`src/rtl/nis_pkg.sv`:
```
// Shared constants, state codes and the level decode of the nested
// interrupt and stack sequencer.
// Assumes an 8-bit CPU core drives the instruction-side strobes.
package nis_pkg;

    // ------------------------------------------------------------
    // Sizes and addresses
    // ------------------------------------------------------------
    localparam int NUM_VEC = 14;
    localparam int MASKABLE_VEC = 13;
    localparam int VEC_IDX_W = 4;
    localparam int PRIO_REGS = 4;
    localparam logic [15:0] SP_RESET = 16'h017f;
    localparam logic [15:0] RESET_VECTOR = 16'hfffe;
    localparam logic [15:0] TRAP_VECTOR = 16'hfffc;
    localparam logic [15:0] VECTOR_TOP = 16'hfffa;
    localparam logic [2:0] IRQ_CTX_BYTES = 3'h5;
    localparam logic [2:0] CALL_BYTES = 3'h2;
    localparam logic [2:0] VEC_BYTES = 3'h2;

    // ------------------------------------------------------------
    // Condition code mask bits and level encodings
    // ------------------------------------------------------------
    localparam int LEVEL_BIT_HIGH_POS = 5;
    localparam int LEVEL_BIT_LOW_POS = 3;
    localparam logic [1:0] LEVEL0_CODE = 2'h2;
    localparam logic [1:0] LEVEL1_CODE = 2'h1;
    localparam logic [1:0] LEVEL2_CODE = 2'h0;
    localparam logic [1:0] LEVEL3_CODE = 2'h3;
    localparam logic [7:0] PRIO_RESET = 8'hff;
    localparam logic [7:0] PRIO3_RO_MASK = 8'hf0;

    typedef enum logic [2:0] {
        ST_IDLE = 3'h0,
        ST_IRQ_PUSH = 3'h1,
        ST_CALL_PUSH = 3'h2,
        ST_RTI_POP = 3'h3,
        ST_RET_POP = 3'h4,
        ST_VEC_FETCH = 3'h5
    } nis_state_type;

    // Two-bit mask code to numeric level, 0 lowest and 3 highest
    function automatic logic [1:0] level_of(input logic [1:0] code);
        logic [1:0] lvl;
        lvl = 2'h0;
        unique case (code)
            LEVEL0_CODE: lvl = 2'h0;
            LEVEL1_CODE: lvl = 2'h1;
            LEVEL2_CODE: lvl = 2'h2;
            LEVEL3_CODE: lvl = 2'h3;
        endcase
        return lvl;
    endfunction

endpackage

```
`src/rtl/nis_arbiter.sv`:
```
// Combinational arbiter over the maskable vectors.
// Assumes index 0 is the highest fixed hardware priority.
module nis_arbiter #(
    parameter int N = 13,
    parameter int W = 4
) (
    input wire logic [N-1:0] pending,
    input wire logic [N-1:0] enable,
    input wire logic [2*N-1:0] codes,
    input wire logic [1:0] cur_code,
    output logic grant,
    output logic [W-1:0] index,
    output logic [1:0] code
);

    logic [N-1:0] eligible;
    logic [1:0] best;

    genvar g;
    generate
        for (g = 0; g < N; g++) begin : g_elig
            // Only a level strictly above the running one may nest
            assign eligible[g] = pending[g] & enable[g] &
                (nis_pkg::level_of(codes[2*g+:2]) >
                 nis_pkg::level_of(cur_code)); // [RULE23]
        end
    endgenerate

    // Walk from lowest hardware priority so ties go to the lower index
    always_comb begin
        grant = 1'b0;
        index = '0;
        code = nis_pkg::LEVEL0_CODE;
        best = 2'h0;
        for (int i = N - 1; i >= 0; i--) begin
            if (eligible[i] && (!grant ||
                nis_pkg::level_of(codes[2*i+:2]) >= best)) begin // [RULE18]
                grant = 1'b1;
                best = nis_pkg::level_of(codes[2*i+:2]);
                index = W'(i);
                code = codes[2*i+:2];
            end
        end
    end

endmodule

```
`src/rtl/nis_sequencer.sv`:
```
// Nested interrupt controller with stack pointer and context stacking.
// Assumes a byte memory with combinational read data and a CPU core
// that strobes its stack instructions only while busy is low.

// Summary of operation
// [RULE1] 16-bit pointer addresses next free byte, resets 017Fh
// [RULE2] Decrement after push, increment before pop
// [RULE3] Upper nine pointer bits fixed by hardware
// [RULE4] Reset and stack reset set low seven bits
// [RULE5] Pointer wraps silently both ways
// [RULE6] Low pointer byte readable and loadable
// [RULE7] Program counter low goes first, rest follow
// [RULE8] Call uses two bytes, interrupt five
// [RULE9] Entry waits for current instruction end
// [RULE10] Stack program counter, X, accumulator, condition code
// [RULE11] Load mask bits with serviced vector level
// [RULE12] Load program counter from vector, fetch handler
// [RULE13] Return pops context including both mask bits
// [RULE14] Level codes 10, 01, 00, 11; 11 highest
// [RULE15] Mask kept in condition code bits 5, 3
// [RULE16] Sixteen vectors FFE0h to FFFFh by priority
// [RULE17] Reset fetches start address from FFFEh, FFFFh
// [RULE18] Highest level wins, then hardware priority
// [RULE19] Unserviced requests stay latched until highest
// [RULE20] Reset, trap, pin interrupt rank highest
// [RULE21] Up to four nesting levels
// [RULE22] Non-maskable ignore mask, then set level 3
// [RULE23] Maskable needs enable and level above mask
// [RULE24] Priority field write of level 0 ignored
// [RULE25] Push PROGRAM_COUNTER_LOW_BYTE, PROGRAM_COUNTER_HIGH_BYTE, X, A, CC; pop reversed
module nis_sequencer (
    input wire logic sys_clk,
    input wire logic rst,
    input wire logic instr_done,
    input wire logic [nis_pkg::MASKABLE_VEC-1:0] irq_req,
    input wire logic [nis_pkg::MASKABLE_VEC-1:0] irq_enable,
    input wire logic top_level_pin_interrupt,
    input wire logic trap_req,
    input wire logic call_req,
    input wire logic ret_req,
    input wire logic return_from_handler_instruction,
    input wire logic stack_reset_instruction,
    input wire logic sp_load,
    input wire logic [7:0] sp_load_data,
    input wire logic mask_load,
    input wire logic [1:0] mask_load_data,
    input wire logic prio_wr,
    input wire logic [1:0] prio_idx,
    input wire logic [7:0] prio_wr_data,
    input wire logic [15:0] pc_in,
    input wire logic [7:0] x_in,
    input wire logic [7:0] a_in,
    input wire logic [7:0] cc_in,
    input wire logic [7:0] mem_rd_data,
    output logic busy,
    output logic [15:0] stack_pointer,
    output logic level_bit_high,
    output logic level_bit_low,
    output logic [7:0] vector_priority_data,
    output logic [nis_pkg::MASKABLE_VEC-1:0] irq_ack,
    output logic [15:0] mem_addr,
    output logic [7:0] mem_wr_data,
    output logic mem_wr,
    output logic mem_rd,
    output logic pc_load,
    output logic [15:0] pc_out,
    output logic ctx_load,
    output logic [7:0] x_out,
    output logic [7:0] a_out,
    output logic [7:0] cc_out
);

    // ------------------------------------------------------------
    // State
    // ------------------------------------------------------------
    localparam int MV = nis_pkg::MASKABLE_VEC;
    localparam int PW = 2 * nis_pkg::NUM_VEC;
    localparam logic [8:0] SP_FIXED = nis_pkg::SP_RESET[15:7];

    typedef struct packed {
        nis_pkg::nis_state_type state;
        logic [2:0] step;
        logic ph;
        logic [6:0] sp;
        logic [1:0] mask;
        logic [1:0] new_mask;
        logic [nis_pkg::NUM_VEC-1:0] pend;
        logic trap_pend;
        logic [8*nis_pkg::PRIO_REGS-1:0] prio;
        logic [7:0] prio_rd;
        logic [39:0] ctx;
        logic [15:0] vaddr;
        logic [MV-1:0] ack;
        logic [15:0] mem_addr;
        logic [7:0] mem_wdata;
        logic mem_wr;
        logic mem_rd;
        logic pc_load;
        logic [15:0] pc;
        logic ctx_load;
        logic [7:0] x;
        logic [7:0] a;
        logic [7:0] cc;
    } nis_regs_type;

    localparam nis_regs_type REG_RESET = '{
        state: nis_pkg::ST_VEC_FETCH,
        sp: nis_pkg::SP_RESET[6:0],
        mask: nis_pkg::LEVEL3_CODE,
        new_mask: nis_pkg::LEVEL3_CODE,
        prio: {nis_pkg::PRIO_REGS{nis_pkg::PRIO_RESET}},
        vaddr: nis_pkg::RESET_VECTOR,
        default: '0
    };

    nis_regs_type q;
    nis_regs_type d;

    logic grant;
    logic [nis_pkg::VEC_IDX_W-1:0] g_idx;
    logic [1:0] g_code;

    // ------------------------------------------------------------
    // Arbitration among maskable vectors 1 to 13
    // ------------------------------------------------------------
    nis_arbiter #(
        .N(MV),
        .W(nis_pkg::VEC_IDX_W)
    ) u_arb (
        .pending(q.pend[nis_pkg::NUM_VEC-1:1]),
        .enable(irq_enable),
        .codes(q.prio[PW-1:2]),
        .cur_code(q.mask),
        .grant(grant),
        .index(g_idx),
        .code(g_code)
    );

    // ------------------------------------------------------------
    // Next state
    // ------------------------------------------------------------
    always_comb begin
        logic [nis_pkg::NUM_VEC-1:0] clr;
        logic trap_clr;
        logic [2:0] cnt;
        logic [2:0] sel;
        logic [6:0] sp_up;
        logic [3:0] vec;
        logic [4:0] base;
        logic [7:0] cc_merged;
        clr = '0;
        trap_clr = 1'b0;
        cnt = nis_pkg::IRQ_CTX_BYTES;
        sel = 3'h0;
        sp_up = 7'(q.sp + 7'h1);
        vec = 4'(g_idx + 4'h1);
        base = {prio_idx, 3'h0};
        cc_merged = cc_in;
        cc_merged[nis_pkg::LEVEL_BIT_HIGH_POS] = q.mask[1];
        cc_merged[nis_pkg::LEVEL_BIT_LOW_POS] = q.mask[0];

        d = q;
        d.ack = '0;
        d.mem_wr = 1'b0;
        d.mem_rd = 1'b0;
        d.pc_load = 1'b0;
        d.ctx_load = 1'b0;
        d.prio_rd = q.prio[base+:8];

        // Read-only upper nibble of the last priority register
        if (prio_wr) begin
            for (int f = 0; f < 4; f++) begin
                if (prio_wr_data[2*f+:2] != nis_pkg::LEVEL0_CODE &&
                    !(prio_idx == 2'h3 &&
                      nis_pkg::PRIO3_RO_MASK[2*f])) begin // [RULE24]
                    d.prio[5'(base + 5'(2*f))+:2] = prio_wr_data[2*f+:2];
                end
            end
        end

        unique case (q.state)
            nis_pkg::ST_IDLE: begin
                if (stack_reset_instruction) begin
                    d.sp = nis_pkg::SP_RESET[6:0]; // [RULE4]
                end else if (sp_load) begin
                    d.sp = sp_load_data[6:0]; // [RULE6] [RULE3]
                end
                if (mask_load) begin
                    d.mask = mask_load_data;
                end
                d.step = 3'h0;
                d.ph = 1'b0;
                if (call_req) begin
                    d.ctx[15:0] = pc_in;
                    d.state = nis_pkg::ST_CALL_PUSH;
                end else if (ret_req) begin
                    d.state = nis_pkg::ST_RET_POP;
                end else if (return_from_handler_instruction) begin
                    d.state = nis_pkg::ST_RTI_POP; // [RULE13]
                end else if (instr_done) begin // [RULE9]
                    // Non-maskable first, pin above trap [RULE20] [RULE22]
                    if (q.pend[0]) begin
                        clr[0] = 1'b1;
                        d.vaddr = nis_pkg::VECTOR_TOP;
                        d.new_mask = nis_pkg::LEVEL3_CODE;
                        d.state = nis_pkg::ST_IRQ_PUSH;
                    end else if (q.trap_pend) begin
                        trap_clr = 1'b1;
                        d.vaddr = nis_pkg::TRAP_VECTOR;
                        d.new_mask = nis_pkg::LEVEL3_CODE;
                        d.state = nis_pkg::ST_IRQ_PUSH;
                    end else if (grant) begin // [RULE18] [RULE21]
                        clr[vec] = 1'b1;
                        d.ack[g_idx] = 1'b1;
                        // Vectors sit two bytes apart below the top one
                        d.vaddr = nis_pkg::VECTOR_TOP -
                            {11'h0, vec, 1'b0}; // [RULE16]
                        d.new_mask = g_code;
                        d.state = nis_pkg::ST_IRQ_PUSH;
                    end
                    // Context snapshot: PROGRAM_COUNTER_LOW_BYTE, PROGRAM_COUNTER_HIGH_BYTE, X, A, CC [RULE10]
                    d.ctx = {cc_merged, a_in, x_in, pc_in[15:8], pc_in[7:0]};
                end
            end

            nis_pkg::ST_IRQ_PUSH, nis_pkg::ST_CALL_PUSH: begin
                cnt = (q.state == nis_pkg::ST_IRQ_PUSH) ?
                    nis_pkg::IRQ_CTX_BYTES : nis_pkg::CALL_BYTES; // [RULE8]
                if (!q.ph) begin
                    // Write at the free slot, then step down [RULE7]
                    d.mem_addr = {SP_FIXED, q.sp}; // [RULE1] [RULE3]
                    d.mem_wdata = q.ctx[{q.step, 3'h0}+:8]; // [RULE25]
                    d.mem_wr = 1'b1;
                    d.sp = 7'(q.sp - 7'h1); // [RULE2] [RULE5]
                    d.ph = 1'b1;
                end else begin
                    d.ph = 1'b0;
                    d.step = 3'(q.step + 3'h1);
                    if (3'(q.step + 3'h1) == cnt) begin
                        d.step = 3'h0;
                        if (q.state == nis_pkg::ST_IRQ_PUSH) begin
                            // Mask changes only after stacking [RULE11]
                            d.mask = q.new_mask; // [RULE22]
                            d.state = nis_pkg::ST_VEC_FETCH;
                        end else begin
                            d.state = nis_pkg::ST_IDLE;
                        end
                    end
                end
            end

            nis_pkg::ST_RTI_POP, nis_pkg::ST_RET_POP: begin
                cnt = (q.state == nis_pkg::ST_RTI_POP) ?
                    nis_pkg::IRQ_CTX_BYTES : nis_pkg::CALL_BYTES;
                sel = 3'(cnt - 3'h1 - q.step); // [RULE25]
                if (!q.ph) begin
                    // Step up first, then read [RULE2] [RULE5]
                    d.sp = sp_up;
                    d.mem_addr = {SP_FIXED, sp_up};
                    d.mem_rd = 1'b1;
                    d.ph = 1'b1;
                end else begin
                    d.ctx[{sel, 3'h0}+:8] = mem_rd_data;
                    d.ph = 1'b0;
                    d.step = 3'(q.step + 3'h1);
                    if (3'(q.step + 3'h1) == cnt) begin
                        d.step = 3'h0;
                        d.pc = d.ctx[15:0];
                        d.pc_load = 1'b1;
                        d.state = nis_pkg::ST_IDLE;
                        if (q.state == nis_pkg::ST_RTI_POP) begin
                            d.x = d.ctx[23:16];
                            d.a = d.ctx[31:24];
                            d.cc = d.ctx[39:32];
                            d.ctx_load = 1'b1;
                            d.mask = {d.ctx[32+nis_pkg::LEVEL_BIT_HIGH_POS],
                                      d.ctx[32+nis_pkg::LEVEL_BIT_LOW_POS]};
                            // [RULE13] [RULE15]
                        end
                    end
                end
            end

            nis_pkg::ST_VEC_FETCH: begin
                if (!q.ph) begin
                    // High byte at the even address, low byte next
                    d.mem_addr = q.vaddr + {15'h0, q.step[0]}; // [RULE17]
                    d.mem_rd = 1'b1;
                    d.ph = 1'b1;
                end else begin
                    d.ph = 1'b0;
                    if (q.step[0]) begin
                        d.pc[7:0] = mem_rd_data;
                        d.pc_load = 1'b1; // [RULE12]
                        d.step = 3'h0;
                        d.state = nis_pkg::ST_IDLE;
                    end else begin
                        d.pc[15:8] = mem_rd_data;
                        d.step = 3'h1;
                    end
                end
            end

            default: begin
                d.state = nis_pkg::ST_IDLE;
            end
        endcase

        // New events win over a clear in the same cycle [RULE19]
        d.pend = (q.pend & ~clr) | {irq_req, top_level_pin_interrupt};
        d.trap_pend = (q.trap_pend & ~trap_clr) | trap_req;
    end

    always_ff @(posedge sys_clk or posedge rst) begin
        if (rst) begin
            q <= REG_RESET; // [RULE4] [RULE17]
        end else begin
            q <= d;
        end
    end

    // ------------------------------------------------------------
    // Outputs
    // ------------------------------------------------------------
    assign busy = (q.state != nis_pkg::ST_IDLE);
    assign stack_pointer = {SP_FIXED, q.sp}; // [RULE3]
    assign level_bit_high = q.mask[1]; // [RULE14] [RULE15]
    assign level_bit_low = q.mask[0];
    assign vector_priority_data = q.prio_rd;
    assign irq_ack = q.ack;
    assign mem_addr = q.mem_addr;
    assign mem_wr_data = q.mem_wdata;
    assign mem_wr = q.mem_wr;
    assign mem_rd = q.mem_rd;
    assign pc_load = q.pc_load;
    assign pc_out = q.pc;
    assign ctx_load = q.ctx_load;
    assign x_out = q.x;
    assign a_out = q.a;
    assign cc_out = q.cc;

endmodule

```
`config.mk`:
```
export PLATFORM = sky130hd
export DESIGN_NAME = nis_sequencer
export DESIGN_NICKNAME = d
export VERILOG_FILES = /design/src/rtl/nis_pkg.sv /design/src/rtl/nis_arbiter.sv /design/src/rtl/nis_sequencer.sv
export SDC_FILE = /design/constraint.sdc
export NUM_CORES = 1
export LEC_CHECK = 0
export ABC_AREA = 1
export ABC_CLOCK_PERIOD_IN_PS = 16050
export BUFFER_PORTS_ARGS = -buffer_cell sky130_fd_sc_hd__buf_2
export CAP_MARGIN = 20
export CELL_PAD_IN_SITES_DETAIL_PLACEMENT = 1
export CELL_PAD_IN_SITES_GLOBAL_PLACEMENT = 2
export CORE_MARGIN = 8
export CORE_UTILIZATION = 34
export CTS_BUF_LIST = sky130_fd_sc_hd__clkbuf_16
export DETAILED_ROUTE_END_ITERATION = 8
export HOLD_SLACK_MARGIN = 0.05
export PLACE_DENSITY = 0.79
export SYNTH_ARGS = -nofsm -noshare
export SYNTH_HDL_FRONTEND = slang
export SYNTH_SLANG_ARGS = --single-unit
export TNS_END_PERCENT = 1
```
`constraint.sdc`:
```
create_clock -name sys_clk -period 16.05 [get_ports sys_clk]
set_input_delay 3.21 -clock sys_clk [delete_from_list [all_inputs] [get_ports sys_clk]]
set_output_delay 3.21 -clock sys_clk [all_outputs]
set_load 0.05 [all_outputs]
```
==> results by group <==
Finish
  – Number of non-filler instances in the completed layout: 2463
  – Commonest non-fill, non-tap cell in the layout: nand2_1
  – Multi-input gate area: 0.00695 mm^2
  – Area growth, synth to finish: 12.0%
  – Share of layout cells above drive strength 1: 21.0%
  – Area taken by flip-flops and latches: 0.00507 mm^2
  – Post-layout net count: 2136
  – FILL cells: 5050
  – Most frequent cells in the layout: nand2_1 (314), inv_1 (225), o21ai_0 (218)

Synth
  – Synth Register Bits: 200
  – Syn Area/Cell: 7.65 um^2
  – Distinct cells, synth: 56
  – Synth Warn #: 0
  – EDFF count, synth: 0
  – Post-synth top flop: dfrtp_1
  – Post-Synthesis Cells: 1809
  – Synth async-reset ratio: 100%
  – Post-synthesis cell area: 0.0138 mm^2
  – Sequential-to-total area share from yosys stat: 36.6%

Setup path
  – Cell mode on critical path: nand2_1
  – Crit path capture type: register
  – Worst flop-to-flop path startpoint: level_bit_low
  – Crit Path Max Fanout: 9
  – Worst R2R End: q[190]
  – Slowest cell on crit path: or2_2
  – R2r worst-path depth: 108
  – Arr. time, crit path: 15.23 ns
  – Cell family with most CP delay: simple AND/OR/NAND/NOR gates
  – CP peak stage delay: 0.30 ns
  – Register-to-register setup slack: 2.33 ns
  – Setup CP Type: input port to register
  – Worst path required time: 16.38 ns
  – Bufs and invs on worst path: 17
  – Startpoint types: input port

CTS
  – Post-CTS Hold Buffers: 0
  – CTS tree: yes
  – H-tree Lvls: 4
  – Clock Sinks: 200
  – Latest clock arrival within the worst-skew pair: 0.46 ns
  – Root Buffer: clkbuf_16
  – Clock transition at path regs: 0.08 ns
  – CTS buffer count: 17
  – Clock Tree Buf Depth: 2

Run
  – Max Cap Viol: 0

Placement
  – Placed Cells: 2415
  – Port bufs: 201
  – Routability congestion estimate from global placement: 0.833
  – Hpwl dp: 36.0 mm

GRT
  – Global-route wire length before repair: 72.8 mm
  – Vias in the first global route: 12900
  – Initial antenna violation count: 2
  – Global-route usage over all layers: 19.3%
  – Grt ovf: 0
  – Largest net degree at the start of global routing: 87

Drt
  – DR pass1 iterations: 5
  – Wire per inst: 18.7 um
  – Vias/cell: 5.02
  – Initial DRC Count: 686
  – Drt total wl: 46.0 mm
  – DRT antenna net count: 0
  – Vias: 12400
  – Residual DRC count: 0

Die
  – Die Area: 0.0474 mm^2
  – IO Pins: 214
  – Die Y: 218 um
  – Row count: 74
  – Initial core utilization: 34.1%
  – Core Region: 0.0406 mm^2
  – Width of the die: 218 um

Timing
  – Final period utilization: 92.8%
  – Worst Tran Pin Value: 0.954 ns
  – Final min period: 14.89 ns
  – FMAX: 67.1 MHz
  – Clock skew: 0.0123 ns
  – Final Hold Viols: 0
  – Slew headroom: 36.2%
  – Final setup viols: 0
  – Max Slew Vio Count: 0

Worst hold path
  – Hold Path Depth: 0
  – Hold path endpoint: q[175]
  – Hold Path Class: register to register
  – Hold wc startpoint: q[175]

Status
  – Outcome: finished clean
==> cell families after synthesis <==
| group | Yosys count | share of synthesized area [%] |
|---|---|---|
| AO/OA/AOI/OAI | 426 | 17.0 |
| XOR/XNOR | 6 | 0.380 |
| adder cells (fa/ha/maj) | 113 | 10.3 |
| buffers and inverters | 403 | 13.9 |
| flip-flops | 200 | 36.6 |
| other | 2 | 0.0543 |
| AND/OR/NAND/NOR | 659 | 21.7 |
==> state kept, by name, summed over array words and instances, names as in the netlist, 13 cells and up <==
register / flops
q: 102
mem_addr: 16
pc_out: 16
irq_ack: 13
==> cell type report <==
| cell class | instances | share of cell area (%) |
|---|---|---|
| well taps | 532 | 4.29 |
| diodes | 1 | 0.0161 |
| repair buffers | 242 | 8.79 |
| clock buffers | 17 | 2.74 |
| flip-flops and latches | 200 | 32.7 |
| multi-input cells | 1215 | 44.8 |
| clock inverters | 15 | 0.791 |
| inverters | 241 | 5.88 |
==> synth_stat cells (10+ instances only) <==
master      n  area (um^2)
nand2_1   315         1180
inv_1     226          848
o21ai_0   219         1100
dfrtp_1   149         3730
nor2_1    132          495
ha_1      112         1400
buf_4     103          773
a21oi_1   101          505
nand3_1    95          475
dfstp_2    51         1340
clkbuf_1   45          169
a31oi_1    30          188
nand4_1    28          175
nand2_2    17          106
nor3_1     16         80.1
o21a_1     16          120
o21bai_1   11         82.6
inv_2      10         37.5
==> routing by layer <==
metal | global-route usage [%] | vias to the layer above | part of all wire [%]
met5 | 0 | - | 0.028
li1 | - | 6056 | -
met4 | 4.01 | 2 | 1.1
met3 | 3.11 | 29 | 4.3
met2 | 29.9 | 216 | 44
met1 | 28.1 | 6067 | 50
==> stage by stage <==
stage	utilization (%)	instance area (um^2)	setup WS, ns	setup TNS [ns]	hold WS, ns
after floorplan	-	13900	1.28	0	0.426
after global placement	36.3	14700	0.313	0	0.356
after detailed placement	36.3	14700	0.0713	0	0.357
after CTS	37.7	15300	0.488	0	0.368
after global routing	38.2	15500	-0.0576	-0.133	0.372
final	38.2	15500	1.16	0	0.367
==> worst register-to-register path, delay by kind of cell, from the launching register on <==
| kind | cells | cell delay [ns] |
|---|---|---|
| simple gates | 62 | 6.52 |
| fa+ha+maj | 14 | 3.70 |
| compound gates | 14 | 1.73 |
| buf+inv | 18 | 1.05 |
| flops | 1 | 0.59 |
==> repair_timing <==
item,4_1_cts,5_1_grt
buffers inserted,0,11
gates resized for setup,0,18
setup endpoints to repair,0,33
==> worst max-delay path by stage <==
stage,from,end,slack [ns],depth (start not counted)
final,irq_enable[12],q[190],1.16,104
after global routing,irq_enable[12],q[85],-0.06,111
after CTS,irq_enable[12],q[85],0.49,112
after detailed placement,irq_enable[12],q[85],0.07,112
after global placement,irq_enable[12],q[85],0.31,111
after floorplan,irq_enable[12],q[85],1.28,107
Power is left out: the tool's default activity adds up to more than one toggle a clock period on the data nets, which glitch-free logic cannot reach.
